## src/temp_power_rate_consts.svh

```systemverilog
`ifndef TEMP_POWER_RATE_CONSTS_SVH
`define TEMP_POWER_RATE_CONSTS_SVH

// register offsets on the control bus
`define OFS_DIE_TEMP       8'h31
`define OFS_LOW_POWER      8'h35
`define OFS_SAMPLE_RATE    8'h36

// field positions
`define TEMP_REQ_BIT       5
`define TEMP_VALID_BIT     4
`define POR_DOWN_BIT       7

// reset values
`define RST_DIE_TEMP       8'h00
`define RST_LOW_POWER      8'h00
`define RST_SAMPLE_RATE    8'h32

// acquisition timeout of the sequencer, in clock cycles
`define ACQ_TIME_NS        2000
`define CLK_PERIOD_NS      10
`define ACQ_CYCLES         (`ACQ_TIME_NS / `CLK_PERIOD_NS)

`endif

```

## src/temp_power_rate_pkg.sv

```systemverilog
package temp_power_rate_pkg;

  typedef enum logic [1:0] {
    RATE_8K  = 2'b00,
    RATE_16K = 2'b01,
    RATE_48K = 2'b10,
    RATE_96K = 2'b11
  } sample_rate_e;

  typedef enum logic [1:0] {
    ACQ_IDLE  = 2'b00,
    ACQ_START = 2'b01,
    ACQ_WAIT  = 2'b10
  } acq_state_e;

  typedef logic [3:0] range_code_t;

endpackage

```

## src/temp_acq_if.sv

```systemverilog
`timescale 1ns/1ns
interface temp_acq_if;
  logic              start;
  logic              busy;
  logic              done;
  logic [3:0]        code;

  modport ctrl (output start, input busy, input done, input code);
  modport seq  (input start, output busy, output done, output code);
endinterface

```

## src/temp_acq_seq.sv

```systemverilog
`timescale 1ns/1ns
`include "temp_power_rate_consts.svh"

// paces one acquisition: raises sensor_start, waits for sensor_ready,
// bounded by a timeout so a dead sensor cannot hang the request bit
module temp_acq_seq
  import temp_power_rate_pkg::*;
#(
  parameter int ACQ_CYCLES = `ACQ_CYCLES
) (
  // clock and reset
  input  wire logic        sys_clk,
  input  wire logic        sys_rst,
  // sensor side
  output logic             sensor_start,
  input  wire logic        sensor_ready,
  input  wire logic [3:0]  sensor_code,
  // controller side
  temp_acq_if.seq          acq
);

  acq_state_e  state;
  acq_state_e  next_state;
  logic [15:0] timer;
  logic        finish;

  assign finish = (state == ACQ_WAIT) &&
                  (sensor_ready || timer == 16'(ACQ_CYCLES - 1));

  always_comb begin
    next_state = state;
    unique case (state)
      ACQ_IDLE:  if (acq.start) next_state = ACQ_START;
      ACQ_START: next_state = ACQ_WAIT;
      ACQ_WAIT:  if (finish) next_state = ACQ_IDLE;
      default:   next_state = ACQ_IDLE;
    endcase
  end

  always_ff @(posedge sys_clk or posedge sys_rst) begin
    if (sys_rst) begin
      state        <= ACQ_IDLE;
      timer        <= 16'h0000;
      sensor_start <= 1'b0;
      acq.done     <= 1'b0;
      acq.code     <= 4'h0;
    end else begin
      state        <= next_state;
      timer        <= (state == ACQ_WAIT) ? timer + 16'h0001 : 16'h0000;
      sensor_start <= (next_state == ACQ_START);
      acq.done     <= finish;
      if (finish)
        acq.code <= sensor_code;
    end
  end

  assign acq.busy = (state != ACQ_IDLE);

endmodule

```

## src/temp_power_rate_regs.sv

```systemverilog
`timescale 1ns/1ns
`include "temp_power_rate_consts.svh"

// Functional notes
// - writing 1 to temp_measure_request starts a die temperature acquisition
// - hardware clears temp_measure_request when the acquisition finishes
// - temp_reading_valid reads 0 while an acquisition is in progress
// - temp_reading_valid reads 1 only for a completed stored result; a sequencer timeout also sets it, storing the sensor_code of that cycle
// - low nibble reports the latest 4-bit range code; 0 means below 30 C
// - code 15 means above 140 C; codes 1..14 are rising bands
// - low_power_config bit 7: 0 powers monitor up, 1 powers it down
// - low_power_config resets to 0, monitor powered up
// - rate field: 0=8k, 1=16k, 2=48k, 3=96k sample rate
// - input_sample_rate resets to 32h, selecting 48 kHz
module temp_power_rate_regs
  import temp_power_rate_pkg::*;
#(
  parameter int ACQ_CYCLES = `ACQ_CYCLES
) (
  // clock and reset
  input  wire logic        sys_clk,
  input  wire logic        sys_rst,
  // register port from the control bus decoder
  input  wire logic [7:0]  reg_addr,
  input  wire logic        reg_wr,
  input  wire logic [7:0]  reg_wdata,
  input  wire logic        reg_rd,
  output logic [7:0]       reg_rdata,
  // temperature sensor front end
  output logic             sensor_start,
  input  wire logic        sensor_ready,
  input  wire logic [3:0]  sensor_code,
  // controls to the rest of the device
  output logic             vbat_por_enable,
  output sample_rate_e     serial_audio_input_rate
);

  temp_acq_if acq ();

  logic [1:0]       temp_spare;
  logic             temp_measure_request;
  logic             temp_reading_valid;
  range_code_t      temp_range_code;
  logic [7:0]       low_power_config;
  logic [7:0]       input_sample_rate;
  logic             start_pulse;

  // one address compare shared by every register select
  function automatic logic addr_is(input logic [7:0] addr,
                                   input logic [7:0] ofs);
    return addr == ofs;
  endfunction

  wire hit_temp  = addr_is(reg_addr, `OFS_DIE_TEMP);
  wire hit_lowp  = addr_is(reg_addr, `OFS_LOW_POWER);
  wire hit_rate  = addr_is(reg_addr, `OFS_SAMPLE_RATE);
  wire wr_temp   = reg_wr && hit_temp;
  wire req_write = wr_temp && reg_wdata[`TEMP_REQ_BIT];
  // request taken only when idle; a repeat during a run is dropped
  wire req_take  = req_write && !temp_measure_request;

  wire [7:0] temp_word = {temp_spare, temp_measure_request,
                          temp_reading_valid, temp_range_code};
  wire [7:0] next_rdata = hit_temp ? temp_word :
                          hit_lowp ? low_power_config :
                          hit_rate ? input_sample_rate : 8'h00;

  temp_acq_seq #(
    .ACQ_CYCLES (ACQ_CYCLES)
  ) u_seq (
    .sys_clk      (sys_clk),
    .sys_rst      (sys_rst),
    .sensor_start (sensor_start),
    .sensor_ready (sensor_ready),
    .sensor_code  (sensor_code),
    .acq          (acq.seq)
  );

  assign acq.start = start_pulse;

  always_ff @(posedge sys_clk or posedge sys_rst) begin
    if (sys_rst) begin
      start_pulse <= 1'b0;
    end else begin
      start_pulse <= req_take;
    end
  end

  // request bit: software sets it, completion clears it
  always_ff @(posedge sys_clk or posedge sys_rst) begin
    if (sys_rst) begin
      temp_measure_request <= 1'(`RST_DIE_TEMP >> `TEMP_REQ_BIT);
    end else if (req_take) begin
      temp_measure_request <= 1'b1;
    end else if (acq.done) begin
      temp_measure_request <= 1'b0;
    end
  end

  always_ff @(posedge sys_clk or posedge sys_rst) begin
    if (sys_rst) begin
      temp_reading_valid <= 1'b0;
      temp_range_code    <= 4'h0;
    end else if (req_take) begin
      temp_reading_valid <= 1'b0;
    end else if (acq.done) begin
      temp_reading_valid <= 1'b1;
      temp_range_code    <= acq.code;
    end
  end

  always_ff @(posedge sys_clk or posedge sys_rst) begin
    if (sys_rst) begin
      temp_spare        <= 2'h0;
      low_power_config  <= `RST_LOW_POWER;
      input_sample_rate <= `RST_SAMPLE_RATE;
    end else begin
      if (wr_temp)
        temp_spare <= reg_wdata[7:6];
      if (reg_wr && hit_lowp)
        low_power_config <= reg_wdata;
      if (reg_wr && hit_rate)
        input_sample_rate <= reg_wdata;
    end
  end

  // outputs registered; controls follow one cycle after the register write, reg_rdata loads on a read
  always_ff @(posedge sys_clk or posedge sys_rst) begin
    if (sys_rst) begin
      reg_rdata               <= 8'h00;
      vbat_por_enable         <= 1'b1;
      serial_audio_input_rate <= RATE_48K;
    end else begin
      if (reg_rd)
        reg_rdata <= next_rdata;
      vbat_por_enable <= !low_power_config[`POR_DOWN_BIT];
      serial_audio_input_rate <=
        sample_rate_e'(input_sample_rate[1:0]);
    end
  end
endmodule

```

## config.mk

```make
export PLATFORM = sky130hd
export DESIGN_NAME = temp_power_rate_regs
export DESIGN_NICKNAME = d
export VERILOG_FILES = /design/src/temp_power_rate_pkg.sv /design/src/temp_acq_if.sv /design/src/temp_acq_seq.sv /design/src/temp_power_rate_regs.sv
export VERILOG_INCLUDE_DIRS = /design/src
export SDC_FILE = /design/constraint.sdc
export NUM_CORES = 1
export LEC_CHECK = 0
export BUFFER_PORTS_ARGS = -buffer_cell sky130_fd_sc_hd__buf_2
export CAP_MARGIN = 20
export CORE_ASPECT_RATIO = 2
export CORE_MARGIN = 5
export CORE_UTILIZATION = 45
export DETAILED_ROUTE_END_ITERATION = 10
export GPL_TIMING_DRIVEN = 0
export PLACE_DENSITY_LB_ADDON = 0.3
export SLEW_MARGIN = 10
export SYNTH_ARGS = -nofsm -noshare
export SYNTH_HDL_FRONTEND = slang
export SYNTH_SLANG_ARGS = --single-unit
```

## constraint.sdc

```tcl
create_clock -name sys_clk -period 2.55 [get_ports sys_clk]
set_input_delay 0.1275 -clock sys_clk [delete_from_list [all_inputs] [get_ports sys_clk]]
set_output_delay 0.1275 -clock sys_clk [all_outputs]
set_load 0.01 [all_outputs]
```

# ---- Yosys cells after proc, flatten, opt, wreduce, memory -nomap -nowiden
# Index checks and enable logic that the tools add are counted.
dict set report totals {
  regBits 60
}
dict set report classes {
  add_sub_neg 1
  eq_ne 7
  muxes 11
  bitwise_logic 1
  reduce_logical 12
}
# op n
set op_table {}
lappend op_table {{$eq 8x6->1 const B} 3}
lappend op_table {{$mux 8} 3}
lappend op_table {{$add 16x1->16 const B} 1}
lappend op_table {{$eq 16x8->1 const B} 1}
lappend op_table {{$mux 16} 1}
lappend op_table {{$logic_and 1x1->1} 6}
lappend op_table {{$pmux 2 s3} 1}
lappend op_table {{$eq 2x1->1 const B} 2}
lappend op_table {{$mux 1} 4}
lappend op_table {{$mux 2} 2}
lappend op_table {{$eq 2x2->1 const B} 1}
lappend op_table {{$logic_not 1->1} 2}
lappend op_table {{$logic_not 2->1} 1}
lappend op_table {{$reduce_and 2->1} 1}
lappend op_table {{$reduce_bool 2->1} 1}
lappend op_table {{$logic_or 1x1->1} 1}
lappend op_table {{$not 1->1} 1}

# ---- Depth between registers and ports, before layout
# Gate-level depths: netlist of run 1.
dict set report depth {
  word_depth 6
  ltp_mapped 5
  ltp_nobuf 5
}

# ---- Cells and area by module
# From an unflattened synthesis of run 1, not the netlist that was laid out.
dict set report unflattened {
  hier_cells 222
  area_unflattened_um2 2681.3
}
# module instances cells_each area_each_um2
set modules_own_cells {}
lappend modules_own_cells {temp_power_rate_regs 1 122 1571.5}
lappend modules_own_cells {temp_acq_seq 1 100 1109.8}

# ---- Worst setup path after synthesis of run 1
# No wires, ideal clock.
dict set report synth_path {
  path_type {flip-flop to flip-flop}
  startpoint {register u_seq.timer[5]}
  endpoint {register u_seq.acq.code[0]}
  setup_ps 125
  t_arrival_ps 1638
  required_time_ps 2425
  slack_ps 787
  path_stages_with_launch 5
  path_buffers 0
  synth_period_minus_slack_ps 1763
  path_cell_list {dfrtp_1 > or4_4 > nor4_4 > o21ai_2 > mux2_4}
}
dict set report synth_between {
  elab_chain_len 3
}
# item line
set synth_rtl {}
lappend synth_rtl {{from (decl)} temp_acq_seq.sv:24} ;# logic [15:0] timer;
lappend synth_rtl {{from (signal assigned)} temp_acq_seq.sv:49} ;# timer <= (state == ACQ_WAIT) ? timer + 16'h0001 : 16'h0000;
lappend synth_rtl {{$eq 16x8->1} temp_acq_seq.sv:28} ;# (sensor_ready || timer == 16'(ACQ_CYCLES - 1));
lappend synth_rtl {{$logic_or 1x1->1} temp_acq_seq.sv:28}
lappend synth_rtl {{$logic_and 1x1->1} temp_acq_seq.sv:27} ;# assign finish = (state == ACQ_WAIT) &&
lappend synth_rtl {{to (signal assigned)} temp_acq_seq.sv:53} ;# acq.code <= sensor_code;
lappend synth_rtl {{to (decl)} temp_acq_if.sv:9} ;# modport seq (input start, output busy, output done, output code);
# Every way passes these cells.
# A chain may end at the register's enable or synchronous reset.

# ---- Worst setup path after layout of run 1
dict set report layout_path {
  startpoint {register u_seq.timer[4]}
  endpoint {register u_seq.acq.code[1]}
}
# Same word-level chain as after synthesis.

==> results.sh, run 1 <==
export IMPL_cp_max_fo=6
export IMPL_yosysWarnings=0
export IMPL_final_hold_worst_slack_ps=32.1
export IMPL_diodes=0
export IMPL_finalHoldViolCount=0
export IMPL_finish_net_count=289
export IMPL_placedInstanceArea_mm2=0.00291
export IMPL_tightest_slew_ps=678
export IMPL_multi_input_area_mm2=0.00108
export IMPL_postSynthNetCount=241
export IMPL_area_sequential_mm2=0.00151
export IMPL_drt_total_wl_um=5400
export IMPL_global_route_overflow=0
export IMPL_mostFrequentLayoutCells="sky130_fd_sc_hd__dfrtp_1 (55), sky130_fd_sc_hd__buf_2 (36), sky130_fd_sc_hd__mux2_2 (22), sky130_fd_sc_hd__nor2_1 (18), sky130_fd_sc_hd__nand2_1 (11)"
export IMPL_cts_buffers_inserted=9
export IMPL_end_kind="flip-flop"
export IMPL_pwr_share_clk_pct=52.0
export IMPL_tritoncts="built"
export IMPL_clock_root_buffer="sky130_fd_sc_hd__clkbuf_16"
export IMPL_path_depth=4
export IMPL_core_area_mm2=0.00571
export IMPL_whs_path_depth=2
export IMPL_average_cell_area_after_synthesis_um2=12.3
export IMPL_period_minus_slack_ps=1860
export IMPL_final_layout_size_suffix_gt1_share_pct=34.3
export IMPL_grt_max_degree=32
export IMPL_io_pin_count=37
export IMPL_maxCapViolCount=0
export IMPL_port_buffers=35
export IMPL_worst_path_buf_inv=0
export IMPL_post_route_cell_area_mm2=0.00322
export IMPL_n_fill_cell=513
export IMPL_chain_of_cells_forming_the_critical_path="or4_1, nor4_4, o21ai_2, mux2_4"
export IMPL_cp_required_ps=2750
export IMPL_grt_setup_unrepaired="no"
export IMPL_timing_slew_headroom_pct=54.7
export IMPL_vias_in_the_first_global_route=1894
export IMPL_synth_async_reset_ratio_pct=100
export IMPL_cts_repair_timing_setup_buffer_count=0
export IMPL_synth_enable_flop_cells=0
export IMPL_detail_route_wl_per_cell_um=16.4
export IMPL_p_comb_share_pct=4.6
export IMPL_number_of_antenna_violations_at_the_first_check_in_global_routing=0
export IMPL_initial_core_util_pct=46.2
export IMPL_cp_start_kind="flip-flop"
export IMPL_run_status="completed"
export IMPL_place_gp_congestion=0.854
export IMPL_floorplan_die_height_um=118
export IMPL_placementRows=39
export IMPL_die_width_um=64.1
export IMPL_clock_latency_at_the_later_pin_of_the_worst_skew_pair_ps=320
export IMPL_timing_critical_path_slowest_stage_cell="sky130_fd_sc_hd__or4_1"
export IMPL_timing_critical_path_arrival_ps=2060
export IMPL_count_of_unique_library_cells_instantiated_by_yosys=45
export IMPL_timing_reg2reg_setup_slack_ps=690
export IMPL_mostFrequentLayoutCell="sky130_fd_sc_hd__dfrtp_1"
export IMPL_power_per_cell_area_mw_per_mm2=721
export IMPL_total_via_count_after_detailed_routing=1824
export IMPL_timing_hold_worst_class="in2reg"
export IMPL_clk_transition_reported_paths_ps=50
export IMPL_synth_seq_area_share_pct=57.2
export IMPL_setup_total_negative_slack_ps=0
export IMPL_layout_area_overhead_vs_synth_pct=22.2
export IMPL_maximum_buffer_depth_of_the_clock_tree=2
export IMPL_detailed_place_hpwl_um=4010
export IMPL_die_area_mm2=0.00758
export IMPL_timing_setup_critical_path_class="reg2reg"
export IMPL_dp_cells=312
export IMPL_drt_antenna_violating_nets=0
export IMPL_switching_share_pct=20.5
export IMPL_clock_tree_htree_level_count=3
export IMPL_syn_cell_area_mm2=0.00264
export IMPL_postCtsResizedCells=0
export IMPL_detailedRoute_firstPassIterationCount=4
export IMPL_remaining_drc_errors=0
export IMPL_max_freq_ghz=0.537
export IMPL_commonest_register_cell_after_synthesis="sky130_fd_sc_hd__dfrtp_1"
export IMPL_synth_ff_latch_count=60
export IMPL_netlist_instances=215
export IMPL_irDropWorstVdd_mv=0.721
export IMPL_seqPwrFrac_pct=43.4
export IMPL_final_setup_violating_endpoints=0
export IMPL_fin_cells=329
export IMPL_drt_vias_per_instance=5.54
export IMPL_static_leakage_power_nw=1.52
export IMPL_drtIter0Drc=51
export IMPL_critical_path_max_stage_delay_ps=610
export IMPL_period_share_pct=73.0
export IMPL_internal_power_mw=1.85
export IMPL_power_switching_mw=0.476
export IMPL_slew_viol_final=0
export IMPL_reg2reg_depth=4
export IMPL_grt_pass1_wl_um=9120
export IMPL_cpLargestDelayFamily="simple AND/OR/NAND/NOR gates"
export IMPL_finalClockSkew_ps=5.80
export IMPL_grt_use_total_pct=15.8
export IMPL_cts_sinks=60
## worst paths after layout
path,start,endpoint
min in group asynchronous,sys_rst,u_seq.timer[10]
setup / recovery,u_seq.timer[4],u_seq.acq.code[1]
hold reg to reg,input_sample_rate[1],serial_audio_input_rate[1]
setup reg to reg,u_seq.timer[4],u_seq.acq.code[1]
max in group asynchronous,sys_rst,u_seq.acq.code[1]
hold / removal,sensor_code[3],u_seq.acq.code[3]
## power groups by stage
stage	clock network [mW]	registers (mW)	logic, mW
3_5_place_dp	0	1.02	0.108
6_report	1.21	1.01	0.107
5_1_grt	1.30	1.01	0.120
2_1_floorplan	0	1.02	0.0625
3_3_place_gp	0	1.02	0.102
4_1_cts	1.23	1.01	0.110
## state kept, by name, summed over array words and instances, names as in the netlist
signal	count
reg_rdata	8
acq.start	1
temp_measure_request	1
temp_spare	2
low_power_config	8
temp_range_code	4
u_seq.state	2
u_seq.timer	16
u_seq.sensor_start	1
u_seq.acq.code	4
temp_reading_valid	1
u_seq.acq.done	1
input_sample_rate	8
vbat_por_enable	1
serial_audio_input_rate	2
## Yosys cell counts, drive strengths merged (2+ instances only)
| library cell | n | area [µm²] |
|---|---|---|
| dfrtp | 55 | 1380 |
| mux2 | 26 | 308 |
| nor2 | 19 | 73.8 |
| nand2 | 11 | 41.3 |
| nand4 | 8 | 62.6 |
| a22oi | 7 | 52.6 |
| inv | 7 | 26.3 |
| o21ai | 7 | 38.8 |
| a21oi | 5 | 25.0 |
| a221o | 5 | 50.1 |
| clkbuf | 5 | 18.8 |
| dfstp | 5 | 131 |
| nor4 | 5 | 52.6 |
| xnor2 | 5 | 43.8 |
| nand3 | 4 | 20.0 |
| or4 | 4 | 33.8 |
| xor2 | 4 | 35.0 |
| nand2b | 3 | 18.8 |
| nor2b | 3 | 18.8 |
| nor3b | 3 | 22.5 |
| or3 | 3 | 18.8 |
| a31oi | 2 | 12.5 |
| and2 | 2 | 12.5 |
| and4 | 2 | 17.5 |
| nor3 | 2 | 10.0 |
| o31ai | 2 | 15.0 |
## logic make-up after synthesis
logic type | after synthesis | share of synthesized area (%)
and+or+nand+nor | 75 | 17.5
DFF | 60 | 57.2
AOI/OAI and AO/OA | 31 | 8.31
muxes | 26 | 11.7
buffers and inverters | 13 | 1.90
xor gates and xnor gates | 9 | 2.99
adders and majority gates | 1 | 0.475
## worst register-to-register path, stage by stage, from the launching register on
cell and delay, ps:
sky130_fd_sc_hd__dfrtp_1 440, sky130_fd_sc_hd__or4_1 610, sky130_fd_sc_hd__nor4_4 200, sky130_fd_sc_hd__o21ai_2 170, sky130_fd_sc_hd__mux2_4 320
## layer usage
metal  part of all wire [%]  up-vias  global-route usage [%]
met2                     54       48                    26.7
li1                       -      884                       -
met5                      0        -                       0
met3                    4.4       17                    5.22
met4                    4.0        0                    9.55
met1                     37      875                    16.5
## metrics by stage
step,total power [mW],utilization (%),worst slack [ps]
after floorplan,1.08,-,787
after global placement,1.12,50.6,210
final,2.32,56.4,689
after detailed placement,1.13,50.9,680
after CTS,2.35,56.4,665
after global routing,2.43,56.4,583
## what timing repair did
item | 4_1_cts | 5_1_grt
endpoints found under the setup margin | 0 | 0
hold buffers | 1 | 0
hold endpoints to repair | 25 | 0
## final cells by class
class	count	share of cell area [%]
Sequential cell	60	46.8
Multi-Input combinational cell	142	33.5
Clock buffer	12	7.96
Timing Repair Buffer	37	6.37
Tap cell	61	2.37
Clock inverter	4	1.48
Inverter	7	0.816
Buffer	6	0.738
(Power assumes the default switching activity.)
==> inputs of run 2 (changes only) <==
Settings changed: ABC_AREA set to 1.
Clock period 2.55 ns to 1.7 ns, I/O delays scaled along.
==> run 2 against run 1 <==
  * The flow now finishes with violations (negative hold slack)
  * Area after synthesis rose by 12%
  * Sequential cell count did not move
  * Cell area rose by 13%
  * Critical path type unchanged
  * Fmax rose by 34%
  * Routed wire length rose by 22%
  * Utilization rose by 0.79 points
  * Critical path depth rose by 4
  * First-iteration DRC count rose to 3.7 times the previous value
  * Clock power rose by 59%
  * Register-to-register slack got worse by 370 ps
  * Synthesized cell count rose by 66%
  * Clock-buffer cell count fell by 3
  * Critical endpoint is now u_seq.acq.code[0]
==> results.sh, run 2 <==
export IMPL_total_via_count_after_detailed_routing=2445
export IMPL_timing_setup_critical_path_class="reg2reg"
export IMPL_commonest_register_cell_after_synthesis="sky130_fd_sc_hd__dfrtp_1"
export IMPL_clock_root_buffer="sky130_fd_sc_hd__clkbuf_16"
export IMPL_layout_core_utilization_pct=57.2
export IMPL_mostFrequentLayoutCell="sky130_fd_sc_hd__nand2_1"
export IMPL_n_fill_cell=590
export IMPL_largest_reg_flops=16
export IMPL_synth_seq_area_share_pct=51.2
export IMPL_cp_start_kind="flip-flop"
export IMPL_slew_viol_final=0
export IMPL_number_of_antenna_violations_at_the_first_check_in_global_routing=0
export IMPL_yosysWarnings=0
export IMPL_maximum_buffer_depth_of_the_clock_tree=2
export IMPL_port_buffers=36
export IMPL_global_route_overflow=0
export IMPL_io_pin_count=37
export IMPL_violations="negative hold slack"
export IMPL_postCtsResizedCells=0
export IMPL_vias_in_the_first_global_route=2489
export IMPL_place_gp_congestion=0.896
export IMPL_timing_hold_worst_class="in2reg"
export IMPL_timing_critical_path_from="u_seq.timer[0]"
export IMPL_grt_use_total_pct=17.5
export IMPL_period_minus_slack_ps=1380
export IMPL_postSynthNetCount=383
export IMPL_timing_slew_headroom_pct=51.6
export IMPL_clock_latency_at_the_later_pin_of_the_worst_skew_pair_ps=330
export IMPL_synth_ff_latch_count=60
export IMPL_diodes=0
export IMPL_synth_commonest_cells="sky130_fd_sc_hd__nand2_1 (93), sky130_fd_sc_hd__dfrtp_1 (55), sky130_fd_sc_hd__nor2_1 (48)"
export IMPL_finish_net_count=439
export IMPL_drt_antenna_violating_nets=0
export IMPL_internal_power_mw=2.86
export IMPL_clk_transition_reported_paths_ps=50
export IMPL_layout_area_overhead_vs_synth_pct=23.7
export IMPL_detailedRoute_firstPassIterationCount=4
export IMPL_syn_cell_area_mm2=0.00294
export IMPL_netlist_instances=357
export IMPL_synth_most_common_cell="sky130_fd_sc_hd__nand2_1"
export IMPL_top_register="u_seq.timer"
export IMPL_switching_share_pct=22.1
export IMPL_p_comb_share_pct=6.1
export IMPL_timing_hold_worst_start="sensor_code[0]"
export IMPL_postLayoutSetupSlackWorst_ps=315
export IMPL_mostFrequentLayoutCells="sky130_fd_sc_hd__nand2_1 (93), sky130_fd_sc_hd__dfrtp_1 (55), sky130_fd_sc_hd__nor2_1 (48), sky130_fd_sc_hd__buf_2 (37), sky130_fd_sc_hd__nand3_1 (36)"
export IMPL_initial_core_util_pct=46.3
export IMPL_core_area_mm2=0.00636
export IMPL_detailed_place_hpwl_um=4900
export IMPL_cp_required_ps=1920
export IMPL_cts_repair_timing_setup_buffer_count=0
export IMPL_placedInstanceArea_mm2=0.00323
export IMPL_count_of_unique_library_cells_instantiated_by_yosys=27
export IMPL_cp_max_fo=6
export IMPL_drt_total_wl_um=6610
export IMPL_yosysTopAreaCellShare_pct=46.8
export IMPL_power_per_cell_area_mw_per_mm2=1010
export IMPL_period_share_pct=81.5
export IMPL_tightest_slew_ps=726
export IMPL_run_status="finished with violations"
export IMPL_max_freq_ghz=0.722
export IMPL_timing_critical_path_arrival_ps=1600
export IMPL_pwr_share_clk_pct=52.2
export IMPL_cts_hold_fix_buffers=9
export IMPL_drtIter0Drc=188
export IMPL_top_area_cells_in_the_synthesized_netlist="sky130_fd_sc_hd__dfrtp_1 (47%), sky130_fd_sc_hd__nand2_1 (12%), sky130_fd_sc_hd__nand3_1 (6.1%)"
export IMPL_dp_worst_setup_slack_ps=308
export IMPL_detail_route_wl_per_cell_um=13.1
export IMPL_synth_async_reset_ratio_pct=100
export IMPL_irDropWorstVdd_mv=0.684
export IMPL_end_kind="flip-flop"
export IMPL_cts_sinks=60
export IMPL_finalClockSkew_ps=5.19
export IMPL_clock_tree_htree_level_count=3
export IMPL_die_area_mm2=0.00835
export IMPL_die_width_um=67.2
export IMPL_remaining_drc_errors=0
export IMPL_post_route_cell_area_mm2=0.00364
export IMPL_p_total_mw=3.68
export IMPL_power_switching_mw=0.814
export IMPL_grt_max_degree=61
export IMPL_final_layout_size_suffix_gt1_share_pct=23.2
export IMPL_average_cell_area_after_synthesis_um2=8.24
export IMPL_yosys_area_top_type="sky130_fd_sc_hd__dfrtp_1"
export IMPL_drt_vias_per_instance=4.85
export IMPL_cts_buffers_inserted=9
export IMPL_tritoncts="built"
export IMPL_final_setup_violating_endpoints=0
export IMPL_synth_enable_flop_cells=0
export IMPL_finalHoldViolCount=1
export IMPL_maxCapViolCount=0
export IMPL_placementRows=41
export IMPL_floorplan_die_height_um=124
export IMPL_final_hold_worst_slack_ps=-6.72
export IMPL_grt_setup_unrepaired="no"
export IMPL_seqPwrFrac_pct=41.7
export IMPL_static_leakage_power_nw=1.87
export IMPL_grt_pass1_wl_um=11100
export IMPL_crit_reg2reg_launch="u_seq.timer[0]"
-- run 2: cell types whose count changed after synthesis, sizes merged, moves of 5 or more --
cell    change
clkbuf      -5
nor4        -5
nand2      +96
mux2       -26
a221o       -5
o21ai      +22
xnor2       -5
nor2       +41
a22oi       -7
inv        +35
nand3      +32
nand4       -7
-- run 2: per-stage QoR --
stage               cells  setup TNS [ps]
CTS                   504               0
floorplan             357               0
global route          504               0
finish                504               0
global placement      479          -34730
detailed placement    479               0
-- run 2: layout make-up --
class / instances / area, µm² / area share, %
inverter: 43 / 164 / 4.50
clock buffer: 9 / 225 / 6.19
sequential: 60 / 1510 / 41.4
clock inverter: 7 / 91.3 / 2.51
buffer: 5 / 53.8 / 1.48
multi-input combinational: 249 / 1220 / 33.5
timing repair buffer: 45 / 270 / 7.43
tap: 86 / 108 / 2.96
-- run 2: final timing paths --
kind                                              endpoint  slack, ps  depth (start not counted)
worst max-delay path                     u_seq.acq.code[0]        320                          8
worst min-delay path                     u_seq.acq.code[0]         -7                          3
worst max register to register           u_seq.acq.code[0]        320                          8
worst min register to register  serial_audio_input_rate[1]        400                          0
max in group asynchronous                   u_seq.acq.done        780                          3
min in group asynchronous              low_power_config[2]        420                          3
-- run 2: critical path, cell delays in order (launching register included) --
cell and delay [ps]:
sky130_fd_sc_hd__dfrtp_1 380, sky130_fd_sc_hd__ha_1 240, sky130_fd_sc_hd__nand3_1 120, sky130_fd_sc_hd__nor2_1 120, sky130_fd_sc_hd__nand2_1 70, sky130_fd_sc_hd__nand2_2 130
sky130_fd_sc_hd__nand2_2 110, sky130_fd_sc_hd__nand2_1 80, sky130_fd_sc_hd__nand2_1 50
-- run 2: cells by family after synthesis --
| logic type | after synthesis | share of synthesized area (%) |
|---|---|---|
| AOI/OAI and AO/OA | 39 | 7.02 |
| adders and majority gates | 1 | 0.425 |
| buffers and inverters | 48 | 7.31 |
| DFF | 60 | 51.2 |
| and+or+nand+nor | 209 | 34.0 |
-- run 2: routing by layer --
layer,global-route usage (%),part of all wire [%],routed length (µm)
met4,12.9,6.7,441
met5,0,0,0
met1,17.5,36,2380
met3,4.15,3.8,248
met2,29.9,54,3540
-- run 2: power groups by stage --
| stage | Combinational [mW] | Clock, mW | Sequential, mW |
|---|---|---|---|
| floorplan | 0.124 | 0 | 1.56 |
| global placement | 0.207 | 0 | 1.56 |
| detailed placement | 0.214 | 0 | 1.56 |
| CTS | 0.231 | 1.95 | 1.53 |
| global route | 0.256 | 2.02 | 1.54 |
| finish | 0.225 | 1.92 | 1.53 |
